<file path="src/rtl/dap_pkg.sv">
/*
  Constants, types and parity helpers for the host-side AXI master that
  drives the write-data, write-response and read-address channels of the
  memory controller's direct-connect port.
  Assumes one clock and synchronous channel inputs.
*/
// Notes on behaviour
// [RQ1] Master sends 64 strobe bits per beat; only strobed byte lanes update.
// [RQ2] Write last flag is high on exactly the final beat of each burst.
// [RQ3] Master sends a 64-bit byte parity vector with each write beat.
// [RQ4] Write valid is raised only while data and strobes are valid.
// [RQ5] Controller raises write ready when it can take the offered data.
// [RQ6] Response ID equals the write address ID of the completed write.
// [RQ7] Controller reports 2-bit write status qualified by response valid.
// [RQ8] Master raises response ready when it can take the response.
// [RQ9] Each read request carries an 8-bit ID for the whole group.
// [RQ10] Master presents a 40-bit start address of the read burst.
// [RQ11] Read burst beat count travels on an 8-bit length field.
// [RQ12] Read transfer size travels on a 3-bit size field.
// [RQ13] 2-bit burst type plus size give each beat's address.
// [RQ14] Read QoS stays unchanged while valid is high and ready low.
// [RQ15] Port arbiter ranks reads by QoS, larger value wins.
// [RQ16] QoS also sets read CAM entry priority per port QoS config.
// [RQ17] Auto-precharge bit counts only while read valid is high.
// [RQ18] One address parity bit over whole address, configured parity type.
// [RQ19] Poisoned read returns all-zero data.
// [RQ20] Master not using poison holds poison input at zero.
// [RQ21] Urgent with port urgent enable makes arbiter switch to reads.
// [RQ22] Urgent may rise anytime, tied to no particular request.
// [RQ23] Read valid only while address and all controls are present.
// [RQ24] Read cache, protection and region are tied to zero.
// [RQ25] Transfer on edge with valid and ready; payload held until then.
package dap_pkg;

  // Channel widths
  localparam int DAP_DATA_W  = 512;
  localparam int DAP_STRB_W  = 64;
  localparam int DAP_ID_W    = 8;
  localparam int DAP_ADDR_W  = 40;
  localparam int DAP_LEN_W   = 8;
  localparam int DAP_SIZE_W  = 3;
  localparam int DAP_BURST_W = 2;
  localparam int DAP_QOS_W   = 4;
  localparam int DAP_RESP_W  = 2;
  localparam int DAP_CACHE_W = 4;
  localparam int DAP_PROT_W  = 3;
  localparam int DAP_REG_W   = 4;

  // Write-data hold layout: data, strobes, parity, last
  localparam int DAP_W_STRB_LSB = DAP_DATA_W;
  localparam int DAP_W_PAR_LSB  = DAP_W_STRB_LSB + DAP_STRB_W;
  localparam int DAP_W_LAST_BIT = DAP_W_PAR_LSB + DAP_STRB_W;
  localparam int DAP_W_HOLD_W   = DAP_W_LAST_BIT + 1;

  // Read-address hold layout
  localparam int DAP_AR_ADDR_LSB  = DAP_ID_W;
  localparam int DAP_AR_LEN_LSB   = DAP_AR_ADDR_LSB + DAP_ADDR_W;
  localparam int DAP_AR_SIZE_LSB  = DAP_AR_LEN_LSB + DAP_LEN_W;
  localparam int DAP_AR_BURST_LSB = DAP_AR_SIZE_LSB + DAP_SIZE_W;
  localparam int DAP_AR_QOS_LSB   = DAP_AR_BURST_LSB + DAP_BURST_W;
  localparam int DAP_AR_LOCK_BIT  = DAP_AR_QOS_LSB + DAP_QOS_W;
  localparam int DAP_AR_AP_BIT    = DAP_AR_LOCK_BIT + 1;
  localparam int DAP_AR_PAR_BIT   = DAP_AR_AP_BIT + 1;
  localparam int DAP_AR_POIS_BIT  = DAP_AR_PAR_BIT + 1;
  localparam int DAP_AR_HOLD_W    = DAP_AR_POIS_BIT + 1;

  // Reset and tie-off values
  localparam logic [DAP_LEN_W-1:0]   DAP_LEN_RST  = 8'h00;
  localparam logic [DAP_ID_W-1:0]    DAP_ID_RST   = 8'h00;
  localparam logic [DAP_RESP_W-1:0]  DAP_RESP_RST = 2'h0;
  localparam logic [DAP_CACHE_W-1:0] DAP_CACHE_TIE = 4'h0;
  localparam logic [DAP_PROT_W-1:0]  DAP_PROT_TIE  = 3'h0;
  localparam logic [DAP_REG_W-1:0]   DAP_REG_TIE   = 4'h0;

  // Write burst sequencer states
  typedef enum logic [0:0] {
    DAP_WR_IDLE = 1'b0,
    DAP_WR_DATA = 1'b1
  } dap_wr_st_t;

  // Byte-wise parity of one beat; odd flips every bit
  function automatic logic [DAP_STRB_W-1:0] dap_byte_par(
    input logic [DAP_DATA_W-1:0] data,
    input logic                  odd
  );
    logic [DAP_STRB_W-1:0] p;
    p = '0;
    for (int i = 0; i < DAP_STRB_W; i++) begin
      p[i] = (^data[i*8 +: 8]) ^ odd;
    end
    return p;
  endfunction

  // Single parity bit over the whole address
  function automatic logic dap_addr_par(
    input logic [DAP_ADDR_W-1:0] addr,
    input logic                  odd
  );
    return (^addr) ^ odd;
  endfunction

endpackage

</file>
<file path="src/rtl/dap_par_gen.sv">
/*
  Parity generator for write beats and read addresses.
  Assumes the parity type input matches the controller's parity setting.
*/
module dap_par_gen
  import dap_pkg::*;
(
  input  wire logic [DAP_DATA_W-1:0] data,     // Write beat data
  input  wire logic [DAP_ADDR_W-1:0] addr,     // Read start address
  input  wire logic                  par_odd,  // 1 = odd parity type
  output logic      [DAP_STRB_W-1:0] data_par, // Per-byte parity
  output logic                       addr_par  // Whole-address parity
);

  // Both parities from shared helpers
  assign data_par = dap_byte_par(data, par_odd);  // RQ3
  assign addr_par = dap_addr_par(addr, par_odd);  // RQ18

endmodule

</file>
<file path="src/rtl/dap_hold.sv">
/*
  One-entry channel register: captures a payload from the user side and
  presents it to the link, holding it until valid and ready meet.
  Assumes the link side follows the ordinary valid/ready handshake.
*/
module dap_hold
  import dap_pkg::*;
#(
  parameter int W = 8
) (
  input  wire logic         clk,       // System clock
  input  wire logic         rstn,      // Async reset, active low
  input  wire logic         in_valid,  // User payload offered
  output logic              in_ready,  // Entry free or draining
  input  wire logic [W-1:0] in_data,   // User payload
  output logic              out_valid, // Link valid
  input  wire logic         out_ready, // Link ready
  output logic      [W-1:0] out_data   // Link payload, from flops
);

  logic full_r;
  logic [W-1:0] data_r;

  // Accept when empty or when the held entry leaves this cycle
  assign in_ready  = !full_r || out_ready;
  assign out_valid = full_r;
  assign out_data  = data_r;

  // Occupancy
  always_ff @(posedge clk or negedge rstn) begin
    if (!rstn) begin
      full_r <= 1'b0;
    end else if (in_valid && in_ready) begin
      full_r <= 1'b1;
    end else if (out_ready) begin
      full_r <= 1'b0;  // RQ25
    end
  end

  // Payload changes only on a fresh load
  always_ff @(posedge clk or negedge rstn) begin
    if (!rstn) begin
      data_r <= '0;
    end else if (in_valid && in_ready) begin
      data_r <= in_data;  // RQ25
    end
  end

endmodule

</file>
<file path="src/rtl/dap_host.sv">
/*
  Host-side AXI master for the direct-connect port: write-data channel,
  write-response channel and read-address channel with sidebands.
  Assumes the write address for each burst is issued elsewhere and that
  the controller answers with ordinary valid/ready signalling.
*/
module dap_host
  import dap_pkg::*;
(
  input  wire logic                   clk,            // 50 MHz clock
  input  wire logic                   rstn,           // Async reset, low
  input  wire logic                   par_odd,        // Parity type, 1=odd
  // User write-burst command
  input  wire logic                   wr_start,       // Start a burst
  input  wire logic [DAP_LEN_W-1:0]   wr_len,         // Beats minus one
  output logic                        wr_start_ready, // Burst accepted
  // User write beats
  input  wire logic                   u_wvalid,       // Beat offered
  output logic                        u_wready,       // Beat taken
  input  wire logic [DAP_DATA_W-1:0]  u_wdata,        // Beat data
  input  wire logic [DAP_STRB_W-1:0]  u_wstrb,        // Byte lanes
  // User write response
  output logic                        u_bvalid,       // Response held
  input  wire logic                   u_bready,       // Response taken
  output logic      [DAP_ID_W-1:0]    u_bid,          // Response ID
  output logic      [DAP_RESP_W-1:0]  u_bresp,        // Response status
  // User read request
  input  wire logic                   u_arvalid,      // Request offered
  output logic                        u_arready,      // Request taken
  input  wire logic [DAP_ID_W-1:0]    u_arid,         // Request ID
  input  wire logic [DAP_ADDR_W-1:0]  u_araddr,       // Start address
  input  wire logic [DAP_LEN_W-1:0]   u_arlen,        // Beats minus one
  input  wire logic [DAP_SIZE_W-1:0]  u_arsize,       // Transfer size
  input  wire logic [DAP_BURST_W-1:0] u_arburst,      // Burst type
  input  wire logic                   u_arlock,       // Lock type
  input  wire logic [DAP_QOS_W-1:0]   u_arqos,        // Read QoS
  input  wire logic                   u_ar_ap,        // Auto-precharge
  input  wire logic                   u_ar_poison,    // Poison request
  input  wire logic                   u_urgent,       // Read urgent level
  // Write-data channel
  output logic      [DAP_DATA_W-1:0]  wdata,          // Write data
  output logic      [DAP_STRB_W-1:0]  wstrb,          // Byte strobes
  output logic                        wlast,          // Final beat
  output logic      [DAP_STRB_W-1:0]  wex_parity,     // Byte parity
  output logic                        wvalid,         // Write valid
  input  wire logic                   wready,         // Write ready
  // Write-response channel
  input  wire logic [DAP_ID_W-1:0]    bid,            // Response ID
  input  wire logic [DAP_RESP_W-1:0]  bresp,          // Response status
  input  wire logic                   bvalid,         // Response valid
  output logic                        bready,         // Response ready
  // Read-address channel
  output logic      [DAP_ID_W-1:0]    arid,           // Read ID
  output logic      [DAP_ADDR_W-1:0]  araddr,         // Read address
  output logic      [DAP_LEN_W-1:0]   arlen,          // Burst length
  output logic      [DAP_SIZE_W-1:0]  arsize,         // Burst size
  output logic      [DAP_BURST_W-1:0] arburst,        // Burst type
  output logic                        arlock,         // Lock type
  output logic      [DAP_CACHE_W-1:0] arcache,        // Cache type, zero
  output logic      [DAP_PROT_W-1:0]  arprot,         // Protection, zero
  output logic      [DAP_QOS_W-1:0]   arqos,          // Read QoS
  output logic      [DAP_REG_W-1:0]   arregion,       // Region, zero
  output logic                        arex_auto_precharge, // Precharge
  output logic                        arex_parity,    // Address parity
  output logic                        arex_poison,    // Read poison
  output logic                        arex_urgent,    // Read urgent
  output logic                        arvalid,        // Read addr valid
  input  wire logic                   arready         // Read addr ready
);

  dap_wr_st_t            wr_st_r;
  logic [DAP_LEN_W-1:0]  len_r;
  logic [DAP_LEN_W-1:0]  cnt_r;
  logic [DAP_LEN_W-1:0]  lk_cnt_r;
  logic                  resp_valid_r;
  logic [DAP_ID_W-1:0]   resp_id_r;
  logic [DAP_RESP_W-1:0] resp_code_r;
  logic                  urgent_r;
  logic [DAP_STRB_W-1:0] beat_par;
  logic                  ar_par;
  logic                  w_in_valid;
  logic                  w_in_ready;
  logic                  beat_last;
  logic [DAP_W_HOLD_W-1:0]  w_in;
  logic [DAP_W_HOLD_W-1:0]  w_out;
  logic [DAP_AR_HOLD_W-1:0] ar_in;
  logic [DAP_AR_HOLD_W-1:0] ar_out;
  logic                  ar_valid_i;

  // Parity for the beat and address being loaded
  dap_par_gen u_par (
    .data     (u_wdata),
    .addr     (u_araddr),
    .par_odd  (par_odd),
    .data_par (beat_par),
    .addr_par (ar_par)
  );

  // Burst start only when the previous burst has fully left
  assign wr_start_ready = (wr_st_r == DAP_WR_IDLE) && !wvalid;
  assign beat_last      = (cnt_r == len_r);
  assign w_in_valid     = (wr_st_r == DAP_WR_DATA) && u_wvalid;
  assign u_wready       = (wr_st_r == DAP_WR_DATA) && w_in_ready;

  // Beat payload: user strobes pass unchanged to the controller
  assign w_in = {beat_last, beat_par, u_wstrb, u_wdata};  // RQ1 RQ3

  // Burst sequencer
  always_ff @(posedge clk or negedge rstn) begin
    if (!rstn) begin
      wr_st_r <= DAP_WR_IDLE;
    end else begin
      case (wr_st_r)
        DAP_WR_IDLE: begin
          if (wr_start && wr_start_ready) begin
            wr_st_r <= DAP_WR_DATA;
          end
        end
        DAP_WR_DATA: begin
          if (w_in_valid && w_in_ready && beat_last) begin
            wr_st_r <= DAP_WR_IDLE;
          end
        end
        default: begin
          wr_st_r <= DAP_WR_IDLE;
        end
      endcase
    end
  end

  // Burst length latch
  always_ff @(posedge clk or negedge rstn) begin
    if (!rstn) begin
      len_r <= DAP_LEN_RST;
    end else if (wr_start && wr_start_ready) begin
      len_r <= wr_len;
    end
  end

  // User-side beat counter marks the final beat
  always_ff @(posedge clk or negedge rstn) begin
    if (!rstn) begin
      cnt_r <= DAP_LEN_RST;
    end else if (wr_start && wr_start_ready) begin
      cnt_r <= DAP_LEN_RST;
    end else if (w_in_valid && w_in_ready) begin
      cnt_r <= cnt_r + 8'h01;  // RQ2
    end
  end

  // Link-side beat counter, back to zero after the last beat
  always_ff @(posedge clk or negedge rstn) begin
    if (!rstn) begin
      lk_cnt_r <= DAP_LEN_RST;
    end else if (wvalid && wready) begin
      lk_cnt_r <= wlast ? DAP_LEN_RST : lk_cnt_r + 8'h01;
    end
  end

  // Write-data channel register
  dap_hold #(.W(DAP_W_HOLD_W)) u_w_hold (
    .clk       (clk),
    .rstn      (rstn),
    .in_valid  (w_in_valid),
    .in_ready  (w_in_ready),
    .in_data   (w_in),
    .out_valid (wvalid),
    .out_ready (wready),
    .out_data  (w_out)
  );

  // Write-data outputs; valid only with a held beat
  assign wdata      = w_out[DAP_DATA_W-1:0];                     // RQ4
  assign wstrb      = w_out[DAP_W_STRB_LSB +: DAP_STRB_W];       // RQ1
  assign wex_parity = w_out[DAP_W_PAR_LSB +: DAP_STRB_W];        // RQ3
  assign wlast      = wvalid && w_out[DAP_W_LAST_BIT];           // RQ2

  // Response slot: ready only while empty
  assign bready   = !resp_valid_r;  // RQ8
  assign u_bvalid = resp_valid_r;
  assign u_bid    = resp_id_r;
  assign u_bresp  = resp_code_r;

  // Response slot occupancy
  always_ff @(posedge clk or negedge rstn) begin
    if (!rstn) begin
      resp_valid_r <= 1'b0;
    end else if (bvalid && bready) begin
      resp_valid_r <= 1'b1;  // RQ7
    end else if (u_bready) begin
      resp_valid_r <= 1'b0;
    end
  end

  // Response ID and status capture
  always_ff @(posedge clk or negedge rstn) begin
    if (!rstn) begin
      resp_id_r   <= DAP_ID_RST;
      resp_code_r <= DAP_RESP_RST;
    end else if (bvalid && bready) begin
      resp_id_r   <= bid;    // RQ6
      resp_code_r <= bresp;  // RQ7
    end
  end

  // Read request payload with its address parity
  assign ar_in = {u_ar_poison, ar_par, u_ar_ap, u_arlock, u_arqos,
                  u_arburst, u_arsize, u_arlen, u_araddr, u_arid};  // RQ18

  // Read-address channel register
  dap_hold #(.W(DAP_AR_HOLD_W)) u_ar_hold (
    .clk       (clk),
    .rstn      (rstn),
    .in_valid  (u_arvalid),
    .in_ready  (u_arready),
    .in_data   (ar_in),
    .out_valid (ar_valid_i),
    .out_ready (arready),
    .out_data  (ar_out)
  );

  // Read-address fields, all from one held entry
  assign arvalid = ar_valid_i;                                   // RQ23
  assign arid    = ar_out[DAP_ID_W-1:0];                         // RQ9
  assign araddr  = ar_out[DAP_AR_ADDR_LSB +: DAP_ADDR_W];        // RQ10
  assign arlen   = ar_out[DAP_AR_LEN_LSB +: DAP_LEN_W];          // RQ11
  assign arsize  = ar_out[DAP_AR_SIZE_LSB +: DAP_SIZE_W];        // RQ12
  assign arburst = ar_out[DAP_AR_BURST_LSB +: DAP_BURST_W];      // RQ13
  assign arqos   = ar_out[DAP_AR_QOS_LSB +: DAP_QOS_W];          // RQ14
  assign arlock  = ar_out[DAP_AR_LOCK_BIT];
  assign arex_parity = ar_out[DAP_AR_PAR_BIT];                   // RQ18
  assign arex_poison = ar_valid_i && ar_out[DAP_AR_POIS_BIT];    // RQ20
  assign arex_auto_precharge = ar_valid_i && ar_out[DAP_AR_AP_BIT]; // RQ17

  // Unused attributes tied off
  assign arcache  = DAP_CACHE_TIE;  // RQ24
  assign arprot   = DAP_PROT_TIE;   // RQ24
  assign arregion = DAP_REG_TIE;    // RQ24

  // Urgent is a free-running level, independent of any request
  always_ff @(posedge clk or negedge rstn) begin
    if (!rstn) begin
      urgent_r <= 1'b0;
    end else begin
      urgent_r <= u_urgent;  // RQ22
    end
  end
  assign arex_urgent = urgent_r;
endmodule

</file>
<file path="config.mk">
export PLATFORM = sky130hd
export DESIGN_NAME = dap_host
export DESIGN_NICKNAME = d
export VERILOG_FILES = /design/src/rtl/dap_pkg.sv /design/src/rtl/dap_par_gen.sv /design/src/rtl/dap_hold.sv /design/src/rtl/dap_host.sv
export SDC_FILE = /design/constraint.sdc
export NUM_CORES = 2
export LEC_CHECK = 0
export ABC_AREA = 1
export BUFFER_PORTS_ARGS = -buffer_cell sky130_fd_sc_hd__buf_2
export CELL_PAD_IN_SITES_DETAIL_PLACEMENT = 1
export CELL_PAD_IN_SITES_GLOBAL_PLACEMENT = 2
export CORE_AREA = 2 2 548 550
export CTS_CLUSTER_DIAMETER = 30
export DETAILED_ROUTE_END_ITERATION = 10
export DIE_AREA = 0 0 550 552
export PLACE_DENSITY_LB_ADDON = 0.1
export SLEW_MARGIN = 40
export SYNTH_ARGS = -nofsm -noshare
export SYNTH_HDL_FRONTEND = slang
export SYNTH_SLANG_ARGS = --single-unit
</file>
<file path="constraint.sdc">
create_clock -name clk -period 1.25 [get_ports clk]
set_clock_uncertainty 0.05 [all_clocks]
set_input_delay 0.0625 -clock clk [delete_from_list [all_inputs] [get_ports clk]]
set_output_delay 0.0625 -clock clk [all_outputs]
set_load 0.05 [all_outputs]
</file>
Word-level counts from Yosys, hierarchy flattened
Cells that the tools add are included.
{"block": "totals", "wordCells": 175, "output_inout_bits": 739, "input_bits": 673, "ff_bits": 741}
{"block": "op_classes", "eq_ne": 1, "bitwise_logic": 66, "n_reduce_logical": 85, "n_addsub": 1, "muxes": 11}
{"operator": "8-bit XOR reduction", "count": 64}
{"operator": "1-bit bitwise XOR", "count": 65}
{"operator": "40-bit XOR reduction", "count": 1}
{"operator": "8-bit two-way mux", "count": 2}
{"operator": "1-bit logical AND", "count": 11}
{"operator": "8-bit by 1-bit adder with 8-bit output, second input constant", "count": 1}
{"operator": "8-bit == test", "count": 1}
{"operator": "1-bit two-way mux", "count": 8}
{"operator": "2-bit nonzero test", "count": 4}
{"operator": "1-bit zero test", "count": 3}
{"operator": "1-bit logical OR", "count": 2}
{"operator": "1-bit one-hot mux with 2 select lines", "count": 1}
{"operator": "1-bit NOT", "count": 1}

Logic depth before layout (Yosys ltp)
{"block": "logic_depth", "word_depth": 6, "depth_mapped": 15, "mapped_depth_nobuf": 15}

By module
From an unflattened synthesis, not the netlist that was laid out.
{"block": "hier_totals", "cells_unflattened": 4018, "area_unflattened_um2": 35051.1}
{"module": "dap_hold (u_w_hold)", "cells_per_inst": 2782, "n_inst": 1, "area_per_inst_um2": 25227.9, "seq_area_each_um2": 16065.4}
{"module": "dap_par_gen", "cells_per_inst": 769, "n_inst": 1, "area_per_inst_um2": 5562.8, "seq_area_each_um2": 0.0}
{"module": "dap_hold (u_ar_hold)", "cells_per_inst": 303, "n_inst": 1, "area_per_inst_um2": 2810.2, "seq_area_each_um2": 1751.7}
{"module": "dap_host", "cells_per_inst": 164, "n_inst": 1, "area_per_inst_um2": 1450.1, "seq_area_each_um2": 725.7}

Least setup slack after synthesis
Ideal clock, no wire load.
{"block": "synth_timing", "path_type": "flip-flop to flip-flop", "from": "register u_w_hold.full_r (netlist: u_w_hold.out_valid)", "to": "register cnt_r[5]", "slack_ns": -0.936, "path_stages_with_launch": 6, "setup_time_ns": 0.115, "synth_period_minus_slack_ns": 2.186, "t_arrival_ns": 2.021, "path_buffers": 1, "path_cell_list": "dfrtp_1 > nor2_1 > nand2_1 > clkbuf_1 > nand3_1 > inv_1"}
{"block": "synth_between", "elab_chain_cells": 4}
{"element": "start, declared", "line_no": "dap_hold.sv:21", "rtl": "logic full_r;"}
{"element": "start signal, assigned", "line_no": "dap_hold.sv:32", "rtl": "full_r <= 1'b0;"}
{"element": "start signal, assigned", "line_no": "dap_hold.sv:34", "rtl": "full_r <= 1'b1;"}
{"element": "start signal, assigned", "line_no": "dap_hold.sv:36", "rtl": "full_r <= 1'b0;"}
{"element": "1-bit zero test (*)", "line_no": "dap_host.sv:100", "rtl": "assign wr_start_ready = (wr_st_r == DAP_WR_IDLE) && !wvalid;"}
{"element": "1-bit logical AND (*)", "line_no": "dap_host.sv:100"}
{"element": "net wr_start_ready", "line_no": "dap_host.sv:16", "rtl": "output logic wr_start_ready,"}
{"element": "1-bit logical AND (*)", "line_no": "dap_host.sv:144", "rtl": "end else if (wr_start && wr_start_ready) begin"}
{"element": "8-bit two-way mux or 2-bit nonzero test (tied branches)"}
{"element": "end signal, assigned", "line_no": "dap_host.sv:147", "rtl": "cnt_r <= cnt_r + 8'h01;"}
{"element": "end, declared", "line_no": "dap_host.sv:73", "rtl": "logic [DAP_LEN_W-1:0] cnt_r;"}
The timed path passes the listed nets; every way through them passes the cells marked *.
A chain may end at the register's enable or synchronous reset.

Worst setup path after layout
{"block": "layout_timing", "from": "register u_w_hold.full_r (netlist: u_w_hold.out_valid)", "to": "output port wr_start_ready"}
{"block": "layout_between", "elab_chain_cells": 2}
{"element": "1-bit zero test", "line_no": "dap_host.sv:100"}
{"element": "1-bit logical AND", "line_no": "dap_host.sv:100"}
{"element": "end, declared", "line_no": "dap_host.sv:16"}
No other way between the ends.

==> summary.txt <==
Critical path
  – CP Max Fanout: 3
  – CP Cell Sequence: buf_6 > nor2_4 > buf_6 > buf_12
  – Slowest CP cell: dfrtp_2
  – R2R setup slack: -600 ps
  – CP endpoint kind: output port
  – Kind of critical path: reg2out
  – Most used cell, CP: buf_6
  – Arrival time at the worst endpoint: 1820 ps
  – Crit path required time: 1140 ps
  – Setup crit start kind: register
  – Max stage delay on crit path: between 400 and 500 ps

Final layout
  – Leading cell type in the layout, fill and taps excluded: nand2_1
  – Most frequent cells in the layout: nand2_1, dlygate4sd3_1, buf_2, dfrtp_1, clkbuf_16
  – Post-Layout Cell Count: around 12000
  – Reg area: between 15000 and 20000 um2
  – Post-route cell area: ~79000 um2
  – Post-layout util: between 20% and 30%
  – Share of cells above drive strength 1: approximately two fifths
  – Multi-input logic area: around 16000 um2
  – Syn-to-layout area delta: 104%
  – Final nets: ~8000
  – FILL cells: roughly 34000

Placed design
  – DP Cell Count: around 9400
  – Placement Cell Area: a little under 50000 um2
  – Buffers on Ports: 1400
  – Routability congestion estimate: 0.769
  – Half-perimeter wire length after placement: 183000 um

Timing
  – Slew Limit Fails: 0
  – Final setup fails: about 2000
  – Fin crit period: around 1900 ps
  – Tcrit/Tclk final: 155%
  – Fmax: 0.517 GHz
  – Setup_tns: -734190 ps
  – Slew HR: a little under three fifths
  – RSZ-0062 raised after global routing: yes
  – Worst hold slack: approximately 60 ps
  – Worst setup margin: -683 ps
  – Slew @ Worst Pin: around 640 ps
  – Hold Vio Cnt, Final: 0

Clock network
  – Clock Path Buffers: 4
  – Clk_lat worst skew: 850 ps
  – CTS tree: built
  – Clock-pin slew on the worst setup and hold paths: about 40 ps
  – Clk sinks: 741
  – Clock Tree Root: clkbuf_16
  – Htree depth: 5
  – Clock buffer count from CTS: 341

GRT
  – Number of global-route vias before repair: around 44000
  – Largest net degree at the start of global routing: between 70 and 80
  – All-layer global routing usage: about 16%
  – Initial antenna violation count: between 50 and 60
  – Overflow after GRT: 0
  – First-pass GRT wire length: 338000 um

Floorplanning
  – Row Count: approximately 200
  – Die Y: roughly 550 um
  – Starting Density: 13.0%
  – Die X: 550 um
  – Die ar.: 304000 um2
  – I/O pin cnt: ~1400
  – Core area: a little under 300000 um2

Yosys
  – Top post-synthesis cells by area: dfrtp_1, nand2_1, buf_4
  – Yosys top cell by area: dfrtp_1
  – Yosys warns: 0
  – Mapped Area: 38700 um2
  – Post-synth cell types: 28
  – Syn Inst Count: 4611
  – Share of the synthesized area in the top cell type: a little under half
  – Mean area per synthesized cell: roughly 8.4 um2
  – #FFs+latches synth: ~740
  – Sequential fraction of the synthesis area: between 40% and 50%

Pwr
  – P_leak: 39.6 nW
  – VDD IR-drop max: between 1000 and 1500 uV
  – Power Density: ~2600 nW/um2

Drt
  – Vias per cell: between 3 and 4
  – DR DRC count: 0
  – WL per Instance: between 20 and 25 um
  – First-pass DRT Iterations: 5
  – Via count: around 40000
  – WL final: 257000 um
  – 1st-iter DRT viols: about 1400
  – DRT antenna net count: 0

Hold path
  – Hold Crit Class: in2reg

Status
  – Status: finished, violations left
  – Failing checks: negative setup slack

Flow run
  – MaxCap Viol Count: 0
==> Yosys cell counts <==
cell type  number
nand4_1         1
xor2_1        328
nor4_1          1
ha_1            1
buf_12          3
inv_2           2
nor3_1          4
conb_1          1
o21ai_0        75
xnor2_1       135
clkbuf_1       22
buf_2         103
nand2_2         1
mux2_2         10
inv_1          55
nand3_1        19
a211oi_1        1
buf_4         747
nand2_1      2248
a21boi_2        1
clkinv_1        1
o21ai_1        25
dfrtp_1       741
nor2_1          9
a31oi_1         1
buf_1           6
buf_8           1
a21oi_1        69
==> stage by stage <==
step / worst slack [ps] / power (W)
final: -683 / 0.210
after global routing: -774 / 0.220
after CTS: -802 / 0.204
after detailed placement: -760 / 0.113
after global placement: -741 / 0.113
after floorplan: -506 / 0.0969
==> registers in the layout, indices dropped and copies added (netlist names) <==
register / cells
cnt_r: 8
u_bresp: 2
wr_st_r: 1
u_bid: 8
u_w_hold.out_valid: 1
len_r: 8
u_w_hold.out_data: 641
u_bvalid: 1
arex_urgent: 1
u_ar_hold.out_valid: 1
u_ar_hold.out_data: 69
==> report_power, final <==
part / switching (W) / internal [W]
logic: 0.0620 / 0.0299
clock network: 0.0226 / 0.0550
registers: 0.00683 / 0.0333
==> cells by family (layout without fill, tap and decap cells) <==
| logic type | count (synthesis) | after routing | share of synthesized area (%) |
|---|---|---|---|
| XOR/XNOR | 463 | 463 | 10.5 |
| flip-flops | 741 | 741 | 47.9 |
| multiplexers | 10 | 10 | 0.291 |
| AO/OA/AOI/OAI | 172 | 172 | 2.25 |
| adder cells (fa/ha/maj) | 1 | 1 | 0.0323 |
| buffers and inverters | 940 | 3838 | 16.8 |
| AND/OR/NAND/NOR | 2283 | 2284 | 22.2 |
| other | 1 | 33 | 0.00968 |
==> what timing repair did <==
item | CTS | global route
setup buffers | 46 | 72
pin swaps | 8 | 150
endpoints found under the hold margin | 1482 | 0
cloned | 19 | 79
setup endpoints to repair | 1387 | 2190
gates resized for setup | 551 | 723
hold buffers | 1236 | 0
==> layer usage <==
metal / track usage (%) / vias up / share of wire [%] / routed length (um)
li1: - / 18900 / - / -
met1: 17.9 / 19400 / 41 / 104000
met2: 26.2 / 1372 / 48 / 123000
met3: 6.15 / 448 / 8.4 / 21600
met4: 5.13 / 22 / 3.1 / 7990
met5: 0 / - / 0.049 / 126
==> layout make-up <==
cell class | count | share of cell area, %
Clock inverter | 29 | 0.691
Sequential cell | 741 | 23.5
Tap cell | 3958 | 6.25
Antenna cell | 22 | 0.0695
Multi-Input combinational cell | 2941 | 19.8
Inverter | 58 | 0.316
Timing Repair Buffer | 3193 | 36.3
Clock buffer | 556 | 13.0
Timing Repair inverter | 2 | 0.0758
==> critical path, delay by kind of cell, from the launching register on <==
family / cells / cell delay [ps]
flip-flops: 1 / 420
AND/OR/NAND/NOR: 1 / 150
buffers and inverters: 3 / 400
==> path summary, 6_finish.rpt <==
check                                             from                      to  cells past startpoint
worst max-delay path                u_w_hold.out_valid          wr_start_ready                      4
worst max register to register      u_w_hold.out_valid  u_w_hold.out_data[622]                     10
max in group asynchronous                         rstn  u_w_hold.out_data[171]                      6
worst min-delay path                      u_wdata[232]  u_w_hold.out_data[232]                      4
worst min register to register  u_w_hold.out_data[224]  u_w_hold.out_data[224]                      2
min in group asynchronous                         rstn  u_ar_hold.out_data[28]                      4
Note: power is estimated with default switching activity, not from simulation.
